[src/rtl/rmrf_pkg.sv]
// Constants, register map and record layout of the measurement record framer
package rmrf_pkg;

	// ----------------------------------------------------------------
	// Register map (byte addresses, one 32-bit word each)
	// ----------------------------------------------------------------
	localparam int ADDR_W = 8;
	localparam logic [7:0] REG_CTRL = 8'h00;
	localparam logic [7:0] REG_STATUS = 8'h04;
	localparam logic [7:0] REG_INT_STAT = 8'h08;
	localparam logic [7:0] REG_INT_CLR = 8'h0c;
	localparam logic [7:0] REG_INT_EN = 8'h10;
	localparam logic [3:0] SAT_PAGE = 4'h2;
	localparam logic [3:0] FLAG_PAGE = 4'h3;

	// ----------------------------------------------------------------
	// Field positions and reset values
	// ----------------------------------------------------------------
	localparam int CTRL_ENABLE_BIT = 0;
	localparam int CTRL_START_BIT = 1;
	localparam logic CTRL_ENABLE_RST = 1'b1;
	localparam int NUM_EVENTS = 3;
	localparam int EV_RECORD_DONE = 0;
	localparam int EV_QUERY_DONE = 1;
	localparam int EV_QUERY_REFUSED = 2;
	localparam logic [NUM_EVENTS-1:0] INT_EN_RST = 3'h0;
	localparam logic [31:0] SAT_RST = 32'h0;
	localparam logic [31:0] FLAG_RST = 32'h0;
	localparam logic [1:0] RESP_OKAY = 2'h0;
	localparam logic [1:0] RESP_SLVERR = 2'h2;

	// ----------------------------------------------------------------
	// Record layout
	// ----------------------------------------------------------------
	localparam int NUM_ANT = 4;
	localparam int HDR_LEN = 11;
	localparam int REC_LEN = 21;
	localparam logic [87:0] HDR_BYTES = 88'h24_50_41_53_48_52_2c_4d_43_41_2c;
	localparam logic [4:0] IDX_TAG_HI = 5'd11;
	localparam logic [4:0] IDX_TAG_LO = 5'd12;
	localparam logic [4:0] IDX_REMAIN = 5'd13;
	localparam logic [4:0] IDX_CODE = 5'd14;
	localparam logic [4:0] IDX_ELEV = 5'd15;
	localparam logic [4:0] IDX_AZ_HI = 5'd16;
	localparam logic [4:0] IDX_AZ_LO = 5'd17;
	localparam logic [4:0] IDX_CHAN = 5'd18;
	localparam logic [4:0] IDX_WARN = 5'd19;
	localparam logic [4:0] IDX_CSUM = 5'd20;

	// ----------------------------------------------------------------
	// Field limits and warning weights
	// ----------------------------------------------------------------
	localparam logic [6:0] ELEV_MAX = 7'd90;
	localparam logic [8:0] AZ_MAX = 9'd360;
	localparam logic [5:0] CHAN_MIN = 6'd1;
	localparam logic [5:0] CHAN_MAX = 6'd32;
	localparam logic [2:0] SYNC_FULL = 3'd5;
	localparam logic [7:0] W_RANGE = 8'h01;
	localparam logic [7:0] W_CLOCK = 8'h02;
	localparam logic [7:0] W_SYNC = 8'h04;
	localparam logic [7:0] W_FALSE_LOCK = 8'h40;
	localparam logic [7:0] W_LOCK_LOST = 8'h80;

	// ----------------------------------------------------------------
	// Sequence tag timing
	// ----------------------------------------------------------------
	localparam int CLK_PERIOD_NS = 10;
	localparam int TAG_PERIOD_MS = 50;
	localparam int TAG_TICK_CYCLES = TAG_PERIOD_MS * 1000000 / CLK_PERIOD_NS;
	localparam logic [15:0] TAG_LAST = 16'd35999;

	typedef enum logic [0:0] {
		ST_IDLE,
		ST_SEND
	} rmrf_state_e;

endpackage

[src/rtl/rmrf_sat_field.sv]
// Per-antenna satellite field conditioning and warning word composition
`timescale 1ns/1ps
module rmrf_sat_field
	import rmrf_pkg::*;
(
	// Raw software words
	input wire logic [31:0] sat_word,
	input wire logic [31:0] flag_word,
	// Conditioned record fields
	output logic [7:0] code,
	output logic [6:0] elev,
	output logic [8:0] az,
	output logic [5:0] chan,
	output logic [7:0] warn
);

	logic [2:0] sync_raw;
	logic [2:0] sync_stage;

	// ----------------------------------------------------------------
	// Identity and angles
	// ----------------------------------------------------------------
	// Clamping keeps a bad software value from breaking the range
	always_comb begin
		code = sat_word[7:0];
		elev = (sat_word[14:8] > ELEV_MAX) ? ELEV_MAX : sat_word[14:8];
		az = (sat_word[24:16] > AZ_MAX) ? AZ_MAX : sat_word[24:16];
		if (sat_word[30:25] < CHAN_MIN) begin
			chan = CHAN_MIN;
		end else if (sat_word[30:25] > CHAN_MAX) begin
			chan = CHAN_MAX;
		end else begin
			chan = sat_word[30:25];
		end
	end

	// ----------------------------------------------------------------
	// Warning word
	// ----------------------------------------------------------------
	// Stage values past full lock are treated as full lock
	assign sync_raw = flag_word[4:2];
	assign sync_stage = (sync_raw > SYNC_FULL) ? SYNC_FULL : sync_raw;

	// Distinct weights, so OR of the terms equals their sum
	always_comb begin
		warn = 8'h00;
		if (flag_word[0]) begin
			warn = warn | W_RANGE;
		end
		if (flag_word[1]) begin
			warn = warn | W_CLOCK;
		end
		if (sync_stage < SYNC_FULL) begin
			warn = warn | W_SYNC;
		end
		if (flag_word[5]) begin
			warn = warn | W_LOCK_LOST;
		end
		warn = warn & ~W_FALSE_LOCK;
	end

endmodule

[src/rtl/rmrf_framer.sv]
// Raw measurement record framer with AXI4-Lite register slave
//
// Operation
// - A query sends records for antennas one to four, in ascending order.
// - Every record starts with the fixed header string for resynchronising.
// - Sequence tag counts 50 ms units and returns to zero every 30 min.
// - All records of one epoch carry the same sequence tag value.
// - Each record carries the count of records still to come this epoch.
// - Each record names its satellite by the satellite code number.
// - Elevation is whole degrees, limited to 0 through 90.
// - Azimuth is degrees, limited to 0 through 360.
// - Channel index lies between 1 and 32.
// - Warning weight 1 means satellite range nears a 1 ms offset.
// - Warning weight 2 means receiver clock offset is near 1 ms.
// - Warning weight 4 means synchronisation stage is below 5.
// - Warning weight 64 stays cleared in the stored record form.
// - Warning weight 128 means lock was lost in the previous epoch.
// - Warning word is the sum of all active independent weights.
// - Checksum is the bytewise XOR from sequence tag up to checksum.
// - Synchronisation stage runs 0 to 4, reaching 5 at full lock.
//
// Chosen here: the AXI4-Lite register port and the register offsets.
`timescale 1ns/1ps
module rmrf_framer
	import rmrf_pkg::*;
#(
	parameter int TICK_CYCLES = TAG_TICK_CYCLES
)
(
	// Clock and reset
	input wire logic aclk,
	input wire logic aresetn,
	// AXI4-Lite write address
	input wire logic awvalid,
	output logic awready,
	input wire logic [31:0] awaddr,
	input wire logic [2:0] awprot,
	// AXI4-Lite write data
	input wire logic wvalid,
	output logic wready,
	input wire logic [31:0] wdata,
	input wire logic [3:0] wstrb,
	// AXI4-Lite write response
	output logic bvalid,
	input wire logic bready,
	output logic [1:0] bresp,
	// AXI4-Lite read address
	input wire logic arvalid,
	output logic arready,
	input wire logic [31:0] araddr,
	input wire logic [2:0] arprot,
	// AXI4-Lite read data
	output logic rvalid,
	input wire logic rready,
	output logic [31:0] rdata,
	output logic [1:0] rresp,
	// Record byte stream
	output logic rec_valid,
	input wire logic rec_ready,
	output logic [7:0] rec_data,
	output logic rec_first,
	output logic rec_last,
	// Interrupt
	output logic irq
);

	localparam int TICK_W = $clog2(TICK_CYCLES + 1);
	localparam logic [TICK_W-1:0] TICK_LAST = TICK_W'(TICK_CYCLES - 1);
	localparam logic [4:0] REC_LAST_IDX = 5'(REC_LEN - 1);
	localparam logic [1:0] ANT_LAST = 2'(NUM_ANT - 1);

	// Bus side state
	logic aw_held_ff;
	logic w_held_ff;
	logic [7:0] aw_addr_ff;
	logic [31:0] w_data_ff;
	logic [3:0] w_strb_ff;
	logic bvalid_ff;
	logic [1:0] bresp_ff;
	logic rvalid_ff;
	logic [31:0] rdata_ff;
	logic [1:0] rresp_ff;
	logic wr_fire;
	logic [31:0] wmask;
	logic wr_hit;
	logic [31:0] rd_word;
	logic rd_hit;
	logic [7:0] rd_addr;

	// Software registers
	logic enable_ff;
	logic [NUM_EVENTS-1:0] int_stat_ff;
	logic [NUM_EVENTS-1:0] int_en_ff;
	logic [31:0] sat_ff [NUM_ANT];
	logic [31:0] flag_ff [NUM_ANT];
	logic measurement_query_command;

	// Framer state
	logic [TICK_W-1:0] tick_cnt_ff;
	logic [15:0] tag_ff;
	logic [15:0] tag_snap_ff;
	rmrf_state_e state_ff;
	logic [1:0] ant_ff;
	logic [4:0] idx_ff;
	logic [7:0] csum_ff;
	logic rec_valid_ff;
	logic [7:0] rec_data_ff;
	logic rec_first_ff;
	logic rec_last_ff;
	logic advance;
	logic load;
	logic [7:0] cur_byte;
	logic [NUM_EVENTS-1:0] events;

	// Conditioned fields per antenna
	logic [7:0] f_code [NUM_ANT];
	logic [6:0] f_elev [NUM_ANT];
	logic [8:0] f_az [NUM_ANT];
	logic [5:0] f_chan [NUM_ANT];
	logic [7:0] f_warn [NUM_ANT];

	// ----------------------------------------------------------------
	// AXI4-Lite write channels
	// ----------------------------------------------------------------
	// Address and data may arrive in either order; both are parked
	assign awready = !aw_held_ff && !bvalid_ff;
	assign wready = !w_held_ff && !bvalid_ff;
	assign wr_fire = aw_held_ff && w_held_ff && !bvalid_ff;
	assign wmask = {{8{w_strb_ff[3]}}, {8{w_strb_ff[2]}},
		{8{w_strb_ff[1]}}, {8{w_strb_ff[0]}}};

	always_ff @(posedge aclk) begin
		if (!aresetn) begin
			aw_held_ff <= 1'b0;
			aw_addr_ff <= 8'h00;
		end else if (awvalid && awready) begin
			aw_held_ff <= 1'b1;
			aw_addr_ff <= awaddr[ADDR_W-1:0];
		end else if (wr_fire) begin
			aw_held_ff <= 1'b0;
		end
	end

	always_ff @(posedge aclk) begin
		if (!aresetn) begin
			w_held_ff <= 1'b0;
			w_data_ff <= 32'h0;
			w_strb_ff <= 4'h0;
		end else if (wvalid && wready) begin
			w_held_ff <= 1'b1;
			w_data_ff <= wdata;
			w_strb_ff <= wstrb;
		end else if (wr_fire) begin
			w_held_ff <= 1'b0;
		end
	end

	// Write address decode; unmapped addresses answer SLVERR
	always_comb begin
		case (aw_addr_ff)
			REG_CTRL, REG_INT_CLR, REG_INT_EN: wr_hit = 1'b1;
			default: wr_hit = (aw_addr_ff[7:4] == SAT_PAGE) ||
				(aw_addr_ff[7:4] == FLAG_PAGE);
		endcase
	end

	always_ff @(posedge aclk) begin
		if (!aresetn) begin
			bvalid_ff <= 1'b0;
			bresp_ff <= RESP_OKAY;
		end else if (wr_fire) begin
			bvalid_ff <= 1'b1;
			bresp_ff <= wr_hit ? RESP_OKAY : RESP_SLVERR;
		end else if (bready) begin
			bvalid_ff <= 1'b0;
		end
	end

	assign bvalid = bvalid_ff;
	assign bresp = bresp_ff;

	// ----------------------------------------------------------------
	// Software registers
	// ----------------------------------------------------------------
	// Start bit is a write-one strobe and is never stored
	assign measurement_query_command = wr_fire && (aw_addr_ff == REG_CTRL) &&
		w_strb_ff[0] && w_data_ff[CTRL_START_BIT];

	always_ff @(posedge aclk) begin
		if (!aresetn) begin
			enable_ff <= CTRL_ENABLE_RST;
		end else if (wr_fire && (aw_addr_ff == REG_CTRL) && w_strb_ff[0]) begin
			enable_ff <= w_data_ff[CTRL_ENABLE_BIT];
		end
	end

	always_ff @(posedge aclk) begin
		if (!aresetn) begin
			int_en_ff <= INT_EN_RST;
		end else if (wr_fire && (aw_addr_ff == REG_INT_EN) && w_strb_ff[0]) begin
			int_en_ff <= w_data_ff[NUM_EVENTS-1:0];
		end
	end

	// Satellite words; rewriting them mid-query changes later bytes only
	always_ff @(posedge aclk) begin
		if (!aresetn) begin
			for (int a = 0; a < NUM_ANT; a++) begin
				sat_ff[a] <= SAT_RST;
				flag_ff[a] <= FLAG_RST;
			end
		end else if (wr_fire && (aw_addr_ff[7:4] == SAT_PAGE)) begin
			sat_ff[aw_addr_ff[3:2]] <= (sat_ff[aw_addr_ff[3:2]] & ~wmask) |
				(w_data_ff & wmask);
		end else if (wr_fire && (aw_addr_ff[7:4] == FLAG_PAGE)) begin
			flag_ff[aw_addr_ff[3:2]] <= (flag_ff[aw_addr_ff[3:2]] & ~wmask) |
				(w_data_ff & wmask);
		end
	end

	// Sticky status; a new event beats a clear in the same cycle
	always_ff @(posedge aclk) begin
		if (!aresetn) begin
			int_stat_ff <= '0;
		end else if (wr_fire && (aw_addr_ff == REG_INT_CLR) && w_strb_ff[0]) begin
			int_stat_ff <= (int_stat_ff & ~w_data_ff[NUM_EVENTS-1:0]) | events;
		end else begin
			int_stat_ff <= int_stat_ff | events;
		end
	end

	assign irq = |(int_stat_ff & int_en_ff);

	// ----------------------------------------------------------------
	// AXI4-Lite read channels
	// ----------------------------------------------------------------
	assign arready = !rvalid_ff;
	assign rd_addr = araddr[ADDR_W-1:0];

	// Read decode; the clear register reads as zero
	always_comb begin
		rd_word = 32'h0;
		rd_hit = 1'b1;
		case (rd_addr)
			REG_CTRL: rd_word = {31'h0, enable_ff};
			REG_STATUS: rd_word = {13'h0, ant_ff, (state_ff == ST_SEND), tag_ff};
			REG_INT_STAT: rd_word = {29'h0, int_stat_ff};
			REG_INT_CLR: rd_word = 32'h0;
			REG_INT_EN: rd_word = {29'h0, int_en_ff};
			default: begin
				if (rd_addr[7:4] == SAT_PAGE) begin
					rd_word = sat_ff[rd_addr[3:2]];
				end else if (rd_addr[7:4] == FLAG_PAGE) begin
					rd_word = flag_ff[rd_addr[3:2]];
				end else begin
					rd_hit = 1'b0;
				end
			end
		endcase
	end

	always_ff @(posedge aclk) begin
		if (!aresetn) begin
			rvalid_ff <= 1'b0;
			rdata_ff <= 32'h0;
			rresp_ff <= RESP_OKAY;
		end else if (arvalid && arready) begin
			rvalid_ff <= 1'b1;
			rdata_ff <= rd_word;
			rresp_ff <= rd_hit ? RESP_OKAY : RESP_SLVERR;
		end else if (rready) begin
			rvalid_ff <= 1'b0;
		end
	end

	assign rvalid = rvalid_ff;
	assign rdata = rdata_ff;
	assign rresp = rresp_ff;

	// ----------------------------------------------------------------
	// Sequence tag time base
	// ----------------------------------------------------------------
	// Free-running, so tags stay aligned to time even while idle
	always_ff @(posedge aclk) begin
		if (!aresetn) begin
			tick_cnt_ff <= '0;
			tag_ff <= 16'h0;
		end else if (tick_cnt_ff == TICK_LAST) begin
			tick_cnt_ff <= '0;
			tag_ff <= (tag_ff == TAG_LAST) ? 16'h0 : tag_ff + 16'h1;
		end else begin
			tick_cnt_ff <= tick_cnt_ff + 1'b1;
		end
	end

	// ----------------------------------------------------------------
	// Field conditioning per antenna
	// ----------------------------------------------------------------
	for (genvar g = 0; g < NUM_ANT; g++) begin : g_ant
		rmrf_sat_field u_field (
			.sat_word(sat_ff[g]),
			.flag_word(flag_ff[g]),
			.code(f_code[g]),
			.elev(f_elev[g]),
			.az(f_az[g]),
			.chan(f_chan[g]),
			.warn(f_warn[g])
		);
	end

	// ----------------------------------------------------------------
	// Record byte selection
	// ----------------------------------------------------------------
	always_comb begin
		cur_byte = 8'h00;
		if (idx_ff < 5'(HDR_LEN)) begin
			cur_byte = HDR_BYTES[8*(HDR_LEN-1-int'(idx_ff)) +: 8];
		end else begin
			case (idx_ff)
				IDX_TAG_HI: cur_byte = tag_snap_ff[15:8];
				IDX_TAG_LO: cur_byte = tag_snap_ff[7:0];
				IDX_REMAIN: cur_byte = {6'h0, ANT_LAST - ant_ff};
				IDX_CODE: cur_byte = f_code[ant_ff];
				IDX_ELEV: cur_byte = {1'b0, f_elev[ant_ff]};
				IDX_AZ_HI: cur_byte = {7'h0, f_az[ant_ff][8]};
				IDX_AZ_LO: cur_byte = f_az[ant_ff][7:0];
				IDX_CHAN: cur_byte = {2'h0, f_chan[ant_ff]};
				IDX_WARN: cur_byte = f_warn[ant_ff];
				IDX_CSUM: cur_byte = csum_ff;
				default: cur_byte = 8'h00;
			endcase
		end
	end

	// ----------------------------------------------------------------
	// Framing sequencer
	// ----------------------------------------------------------------
	// During a query the output register refills whenever it is empty or being taken
	assign advance = !rec_valid_ff || rec_ready;
	assign load = advance && (state_ff == ST_SEND);

	always_ff @(posedge aclk) begin
		if (!aresetn) begin
			state_ff <= ST_IDLE;
			ant_ff <= 2'h0;
			idx_ff <= 5'h0;
			tag_snap_ff <= 16'h0;
		end else begin
			case (state_ff)
				ST_IDLE: begin
					if (measurement_query_command && enable_ff) begin
						state_ff <= ST_SEND;
						ant_ff <= 2'h0;
						idx_ff <= 5'h0;
						tag_snap_ff <= tag_ff;
					end
				end
				ST_SEND: begin
					if (load && idx_ff == REC_LAST_IDX) begin
						idx_ff <= 5'h0;
						if (ant_ff == ANT_LAST) begin
							state_ff <= ST_IDLE;
						end else begin
							ant_ff <= ant_ff + 2'h1;
						end
					end else if (load) begin
						idx_ff <= idx_ff + 5'h1;
					end
				end
				default: state_ff <= ST_IDLE;
			endcase
		end
	end

	// Running XOR over tag through warning bytes
	always_ff @(posedge aclk) begin
		if (!aresetn) begin
			csum_ff <= 8'h00;
		end else if (load && idx_ff < IDX_TAG_HI) begin
			csum_ff <= 8'h00;
		end else if (load && idx_ff < IDX_CSUM) begin
			csum_ff <= csum_ff ^ cur_byte;
		end
	end

	// Registered stream output
	always_ff @(posedge aclk) begin
		if (!aresetn) begin
			rec_valid_ff <= 1'b0;
			rec_data_ff <= 8'h00;
			rec_first_ff <= 1'b0;
			rec_last_ff <= 1'b0;
		end else if (load) begin
			rec_valid_ff <= 1'b1;
			rec_data_ff <= cur_byte;
			rec_first_ff <= (idx_ff == 5'h0);
			rec_last_ff <= (idx_ff == REC_LAST_IDX);
		end else if (advance) begin
			rec_valid_ff <= 1'b0;
			rec_first_ff <= 1'b0;
			rec_last_ff <= 1'b0;
		end
	end

	assign rec_valid = rec_valid_ff;
	assign rec_data = rec_data_ff;
	assign rec_first = rec_first_ff;
	assign rec_last = rec_last_ff;

	// ----------------------------------------------------------------
	// Interrupt events
	// ----------------------------------------------------------------
	// A query while busy or disabled is dropped, not queued
	always_comb begin
		events = '0;
		events[EV_RECORD_DONE] = load && (idx_ff == REC_LAST_IDX);
		events[EV_QUERY_DONE] = load && (idx_ff == REC_LAST_IDX) &&
			(ant_ff == ANT_LAST);
		events[EV_QUERY_REFUSED] = measurement_query_command &&
			((state_ff != ST_IDLE) || !enable_ff);
	end

endmodule

[config.mk]
export PLATFORM = sky130hd
export DESIGN_NAME = rmrf_framer
export DESIGN_NICKNAME = d
export VERILOG_FILES = /design/src/rtl/rmrf_pkg.sv /design/src/rtl/rmrf_sat_field.sv /design/src/rtl/rmrf_framer.sv
export SDC_FILE = /design/constraint.sdc
export NUM_CORES = 1
export LEC_CHECK = 0
export BUFFER_PORTS_ARGS = -buffer_cell sky130_fd_sc_hd__buf_4
export CAP_MARGIN = 20
export CORE_MARGIN = 2
export CORE_UTILIZATION = 60
export CTS_BUF_LIST = sky130_fd_sc_hd__clkbuf_8 sky130_fd_sc_hd__clkbuf_16
export CTS_CLUSTER_DIAMETER = 50
export CTS_CLUSTER_SIZE = 16
export DETAILED_ROUTE_END_ITERATION = 10
export PLACE_DENSITY = 0.79
export SLEW_MARGIN = 20
export SYNTH_ARGS = -nofsm -noshare
export SYNTH_HDL_FRONTEND = slang
export SYNTH_SLANG_ARGS = --single-unit
export TNS_END_PERCENT = 30
[constraint.sdc]
create_clock -name aclk -period 5.4 [get_ports aclk]
set_clock_uncertainty 0.05 [all_clocks]
set_input_delay 0.27 -clock aclk [delete_from_list [all_inputs] [get_ports aclk]]
set_output_delay 0.27 -clock aclk [all_outputs]
set_load 0.01 [all_outputs]
Word level (Yosys, flattened, before mapping)
Memories as Yosys holds them, arrays and structs flattened. A register that Yosys moved wholly into a read port is not among the register bits.
Cells that the tools add are included.
{"block": "totals", "ramBits": 256, "inputBits": 114, "register_bits": 173, "out_inout_bits": 53, "n_memories": 2, "word_cells": 257}
{"block": "op_classes", "add_sub_neg": 6, "bitwise_logic": 15, "mux": 105, "n_reduce_logical": 50, "n_eq_ne": 27, "shift": 1, "order_cmp": 27}
{"name": "flag_ff", "words": 4, "word_bits": 32, "rd": 6, "rd_ports_with_merged_regs": 1, "wr": 4, "line_no": "rmrf_framer.sv:95", "source": "logic [31:0] flag_ff [NUM_ANT];"}
{"name": "sat_ff", "words": 4, "word_bits": 32, "rd": 6, "rd_ports_with_merged_regs": 1, "wr": 4, "line_no": "rmrf_framer.sv:94", "source": "logic [31:0] sat_ff [NUM_ANT];"}
{"op": "32-bit one-hot mux with 5 select lines", "n": 1}
{"op": "32-bit 2-to-1 mux", "n": 4}
{"op": "32-bit AND", "n": 3}
{"op": "88-bit by 9-bit variable part select with 8-bit output (first input constant)", "n": 1}
{"op": "8-bit one-hot mux with 10 select lines", "n": 1}
{"op": "8-bit 2-to-1 mux", "n": 9}
{"op": "32-bit bitwise OR", "n": 2}
{"op": "32-bit OR reduction", "n": 2}
{"op": "6-bit 2-to-1 mux", "n": 10}
{"op": "9-bit 2-to-1 mux", "n": 6}
{"op": "7-bit 2-to-1 mux", "n": 6}
{"op": "9-bit greater-than comparator (second input constant)", "n": 4}
{"op": "8-bit binary-select mux with 2-bit select", "n": 2}
{"op": "1-bit 2-to-1 mux", "n": 32}
{"op": "32-bit inverter", "n": 1}
{"op": "2-bit 2-to-1 mux", "n": 15}
{"op": "7-bit greater-than comparator (second input constant)", "n": 4}
{"op": "3-bit 2-to-1 mux", "n": 9}
{"op": "5-bit by 4-bit equality test with 1-bit output (second input constant)", "n": 5}
{"op": "5-bit equality test (second input constant)", "n": 5}
{"op": "8-bit by 4-bit equality test with 1-bit output (second input constant)", "n": 3}
{"op": "6-bit greater-than comparator (second input constant)", "n": 4}
{"op": "6-bit by 1-bit < comparator with 1-bit output (second input constant)", "n": 4}
{"op": "23-bit by 1-bit adder with 23-bit output (second input constant)", "n": 1}
{"op": "44 further kinds", "n": 97}

Depth between registers and ports, before layout
An unclocked memory read counts as a cell.
{"block": "depth", "word_depth": 12, "mapped_depth": 11, "ltp_nobuf": 9}

By module
Synthesis repeated with hierarchy kept, for this count alone.
{"block": "hier_totals", "cells_unflattened": 2086, "hier_area_um2": 23339.9}
{"mod": "rmrf_framer", "seq_area_each_um2": 11150.7, "cells_each": 1854, "instances": 1, "area_each_um2": 21878.5}
{"mod": "rmrf_sat_field", "seq_area_each_um2": 0.0, "cells_each": 58, "instances": 4, "area_each_um2": 365.4}

Worst setup path after synthesis
No wires, ideal clock.
{"block": "synth_path", "path_kind": "register to register", "from": "register bvalid_ff, in the netlist bvalid", "to": "memory flag_ff[0][0], enable pin", "t_arrival_ns": 3.425, "path_stages_with_launch": 5, "setup_ns": 0.466, "synth_period_minus_slack_ns": 3.941, "setup_slack_ns": 1.459, "required_ns": 4.884, "n_path_buf": 0, "cell_sequence": "dfxtp_1 > nand3b_1 > nor3_1 > nand3_1 > o21ai_0"}
{"element": "start, declared", "line_no": "rmrf_framer.sv:78", "source": "logic bvalid_ff;"}
{"element": "start signal, assigned", "line_no": "rmrf_framer.sv:169", "source": "bvalid_ff <= 1'b0;"}
{"element": "start signal, assigned", "line_no": "rmrf_framer.sv:172", "source": "bvalid_ff <= 1'b1;"}
{"element": "start signal, assigned", "line_no": "rmrf_framer.sv:175", "source": "bvalid_ff <= 1'b0;"}
{"element": "end, declared", "line_no": "rmrf_framer.sv:95"}

==> impl_metrics.csv <==
group,metric,value,unit
detailed_routing,ant_nets,0,
grt,met2_usage,53.10,%
placement,gp_congestion,0.9410,
sta,fin_crit_sh,65.64,%
finish,area_growth,14.02,%
finish,stdcell_area,25880,um2
placement,place_inst,2516,
grt,grt_antenna_before_repair,3,
floorplan,die-area,39400,um2
finish,final_cell_mix,"nor2_1, edfxtp_1, nand2_1, dfxtp_1, buf_4",
setup_path,crit_arrival,3.73,ns
floorplan,initial_utilization,60.55,%
sta,finalMaxSlewViolations,0,
synthesis,synth_largest_area_cell,"edfxtp_1",
clock_tree,clock_path_buffers,3,
setup_path,end_kind,"register",
power_and_ir_drop,clkPwrFrac,42.1,%
synthesis,synthSimpleGateAreaFrac,15.64,%
synthesis,netlist.area_leader.share,33.87,%
power_and_ir_drop,p_per_area,292.9,nW/um2
synthesis,yosysWarnings,0,
detailed_routing,vias,17280,
power_and_ir_drop,power_frac_comb,9.1,%
synthesis,synth-compound-area-share,10.32,%
status,status,"finished clean",
finish,finalNonFillerCells,2648,
worst_hold_path,hp-class,"primary input to register",
grt,grt.busiest_layer,"met2",
clock_tree,cts_buffers,45,
placement,place_area,23860,um2
placement,place_ws,1.964,ns
setup_path,path_class,"register to register",
clock_tree,cts-resized-gates,0,
setup_path,reg2reg_depth,7,
clock_tree,clkLatencyLatePin,0.59,ns
grt,globalRouteMet3Util,6.833,%
grt,grt_pass1_wl,99.28,mm
clock_tree,root_buffer,"clkbuf_16",
clock_tree,h-tree-depth,2,
synthesis,async_flop_share,0,%
synthesis,ys_seq_area_share,49.12,%
sta,layout_setup_ws,1.856,ns
clock_tree,cts_sinks,429,
floorplan,die_height,198.5,um
detailed_routing,drc_errors,0,
sta,max_freq,282.1,MHz
finish,final_common_cell,"nor2_1",
sta,finalSetupViolations,0,
synthesis,yosys.area_share.adder,0.4410,%
floorplan,rows,71,
sta,hold_viol_final,0,
clock_tree,clk_pin_slew,0.06,ns
synthesis,synth_mux_area_share,19.24,%
worst_hold_path,hold_depth,3,
placement,port_buffers,110,
power_and_ir_drop,seq_power_share,48.8,%
power_and_ir_drop,ir_drop,0.2375,mV
grt,grt.overflow.total,0,
floorplan,core,37490,um2
synthesis,synth_top_family_by_area,"multiplexers",
detailed_routing,wl,64.01,mm
synthesis,synth_ff_type,"edfxtp_1",
power_and_ir_drop,p_sw_share,25.51,%
synthesis,synth_area_leaders,"edfxtp_1, dfxtp_1, mux4_2",
job,cap_violations,0,
synthesis,ys_types,75,
floorplan,die_w,198.5,um
finish,final_util,69.04,%
sta,rsz0062_at_grt,"no",
detailed_routing,first_pass_iters,6,
power_and_ir_drop,design_power_total,7.580,mW
sta,holdWs,0.1165,ns
synthesis,syn-cell-area,22700,um2
grt,grt_pass1_vias,17070,
setup_path,crit_fanout,32,
finish,drive_gt1_share,20.27,%
setup_path,cp-start-kind,"register",
detailed_routing,via_per_inst,6.527,
synthesis,postSynthCellCount,2012,
sta,relSlewSlack,21.72,%
setup_path,regToRegSetupSlack,1.86,ns
synthesis,ys_ff_latch,429,
grt,grt_usage,33.31,%
power_and_ir_drop,p_int,5.646,mW
finish,fin_nets,2221,
sta,setup_tns,0,ns
sta,min_period,3.544,ns
detailed_routing,wl_per_cell,24.17,um
floorplan,io_pins,167,
synthesis,synth_enable_flop_cells,256,
setup_path,crit_required,5.59,ns
clock_tree,cts_tree,"yes",
power_and_ir_drop,p_leak,9.498,nW
placement,dp_hpwl,40.87,mm
detailed_routing,drtIter0Drc,1824,
grt,grt_util_met1,45.26,%
power_and_ir_drop,switchingPower,1.933,mW
synthesis,synthXorXnorAreaFrac,1.543,%
grt,grt_max_degree,74,
sta,tightest_slew,1.173,ns
clock_tree,post_cts_buffers,0,
synthesis,syn_avg_cell_area,11.28,um2
-- power groups by stage --
stage               Sequential (mW)  Combinational [mW]  Clock [mW]
finish                         3.70               0.690        3.19
global route                   3.71               0.735        3.36
CTS                            3.69               0.683        3.22
detailed placement             3.76               0.650           0
global placement               3.75               0.638           0
floorplan                      3.70               0.462           0
-- final cells by class --
cell class | count | area, um2
fillers | 2759 | 11610
clock buffers | 48 | 1201
inverters | 56 | 210.2
diodes | 1 | 2.502
flip-flops and latches | 429 | 11160
clock inverters | 36 | 334.1
well taps | 511 | 639.4
multi-input cells | 1376 | 10780
repair buffers | 191 | 1555
-- final timing paths --
path | start | endpoint
setup / recovery | bvalid$_SDFFE_PN0P_ | sat_ff[2][31]$_SDFFCE_PN0P_
hold / removal | wstrb[0] | w_strb_ff[0]$_SDFFE_PN0P_
setup reg to reg | bvalid$_SDFFE_PN0P_ | sat_ff[2][31]$_SDFFCE_PN0P_
hold reg to reg | tick_cnt_ff[0]$_SDFF_PP0_ | tick_cnt_ff[0]$_SDFF_PP0_
-- registers in the layout, indices dropped and copies added, names as in the netlist, 5 cells and up, named ones only --
signal,count
tick_cnt_ff,23
sat_ff,128
csum_ff,8
rdata,32
tag_snap_ff,16
rec_data,8
aw_addr_ff,8
tag_ff,16
flag_ff,128
w_data_ff,32
idx_ff,5
-- routing by layer --
metal / vias up / wire length [um]
li1: 7661 / -
met1: 8460 / 24590
met2: 998 / 30170
met3: 161 / 7166
met4: 4 / 2060
met5: - / 22
-- cell families (layout without fill, tap and decap cells) --
family,Yosys count,after routing
mux,257,257
buf+inv,208,331
other cells,1,3
xor+xnor,40,40
compound gates,317,317
fa+ha+maj,8,8
simple gates,752,752
flops,429,429
-- cell usage after synthesis (all sizes together) (42+ instances only) --
| cell | n |
|---|---|
| edfxtp | 256 |
| buf | 45 |
| mux2i | 101 |
| nand2 | 189 |
| inv | 56 |
| nor2 | 295 |
| nor2b | 50 |
| dfxtp | 173 |
| o21ai | 42 |
| clkbuf | 107 |
| mux4 | 142 |
| a21boi | 59 |
-- worst max-delay path, stage by stage, from the launching register on --
cell and delay (ns):
dfxtp_1 0.36, nand3b_1 0.23, nor3_1 0.51, nand4b_1 0.29, or2_2 0.38, buf_4 0.28, nand2_1 0.59, buf_4 0.48
-- repair_timing --
item	in CTS	in global routing
hold endpoints to repair	49	0
setup endpoints to repair	0	0
hold buffers	47	0
No activity file was read; power rests on OpenSTA's default activity.
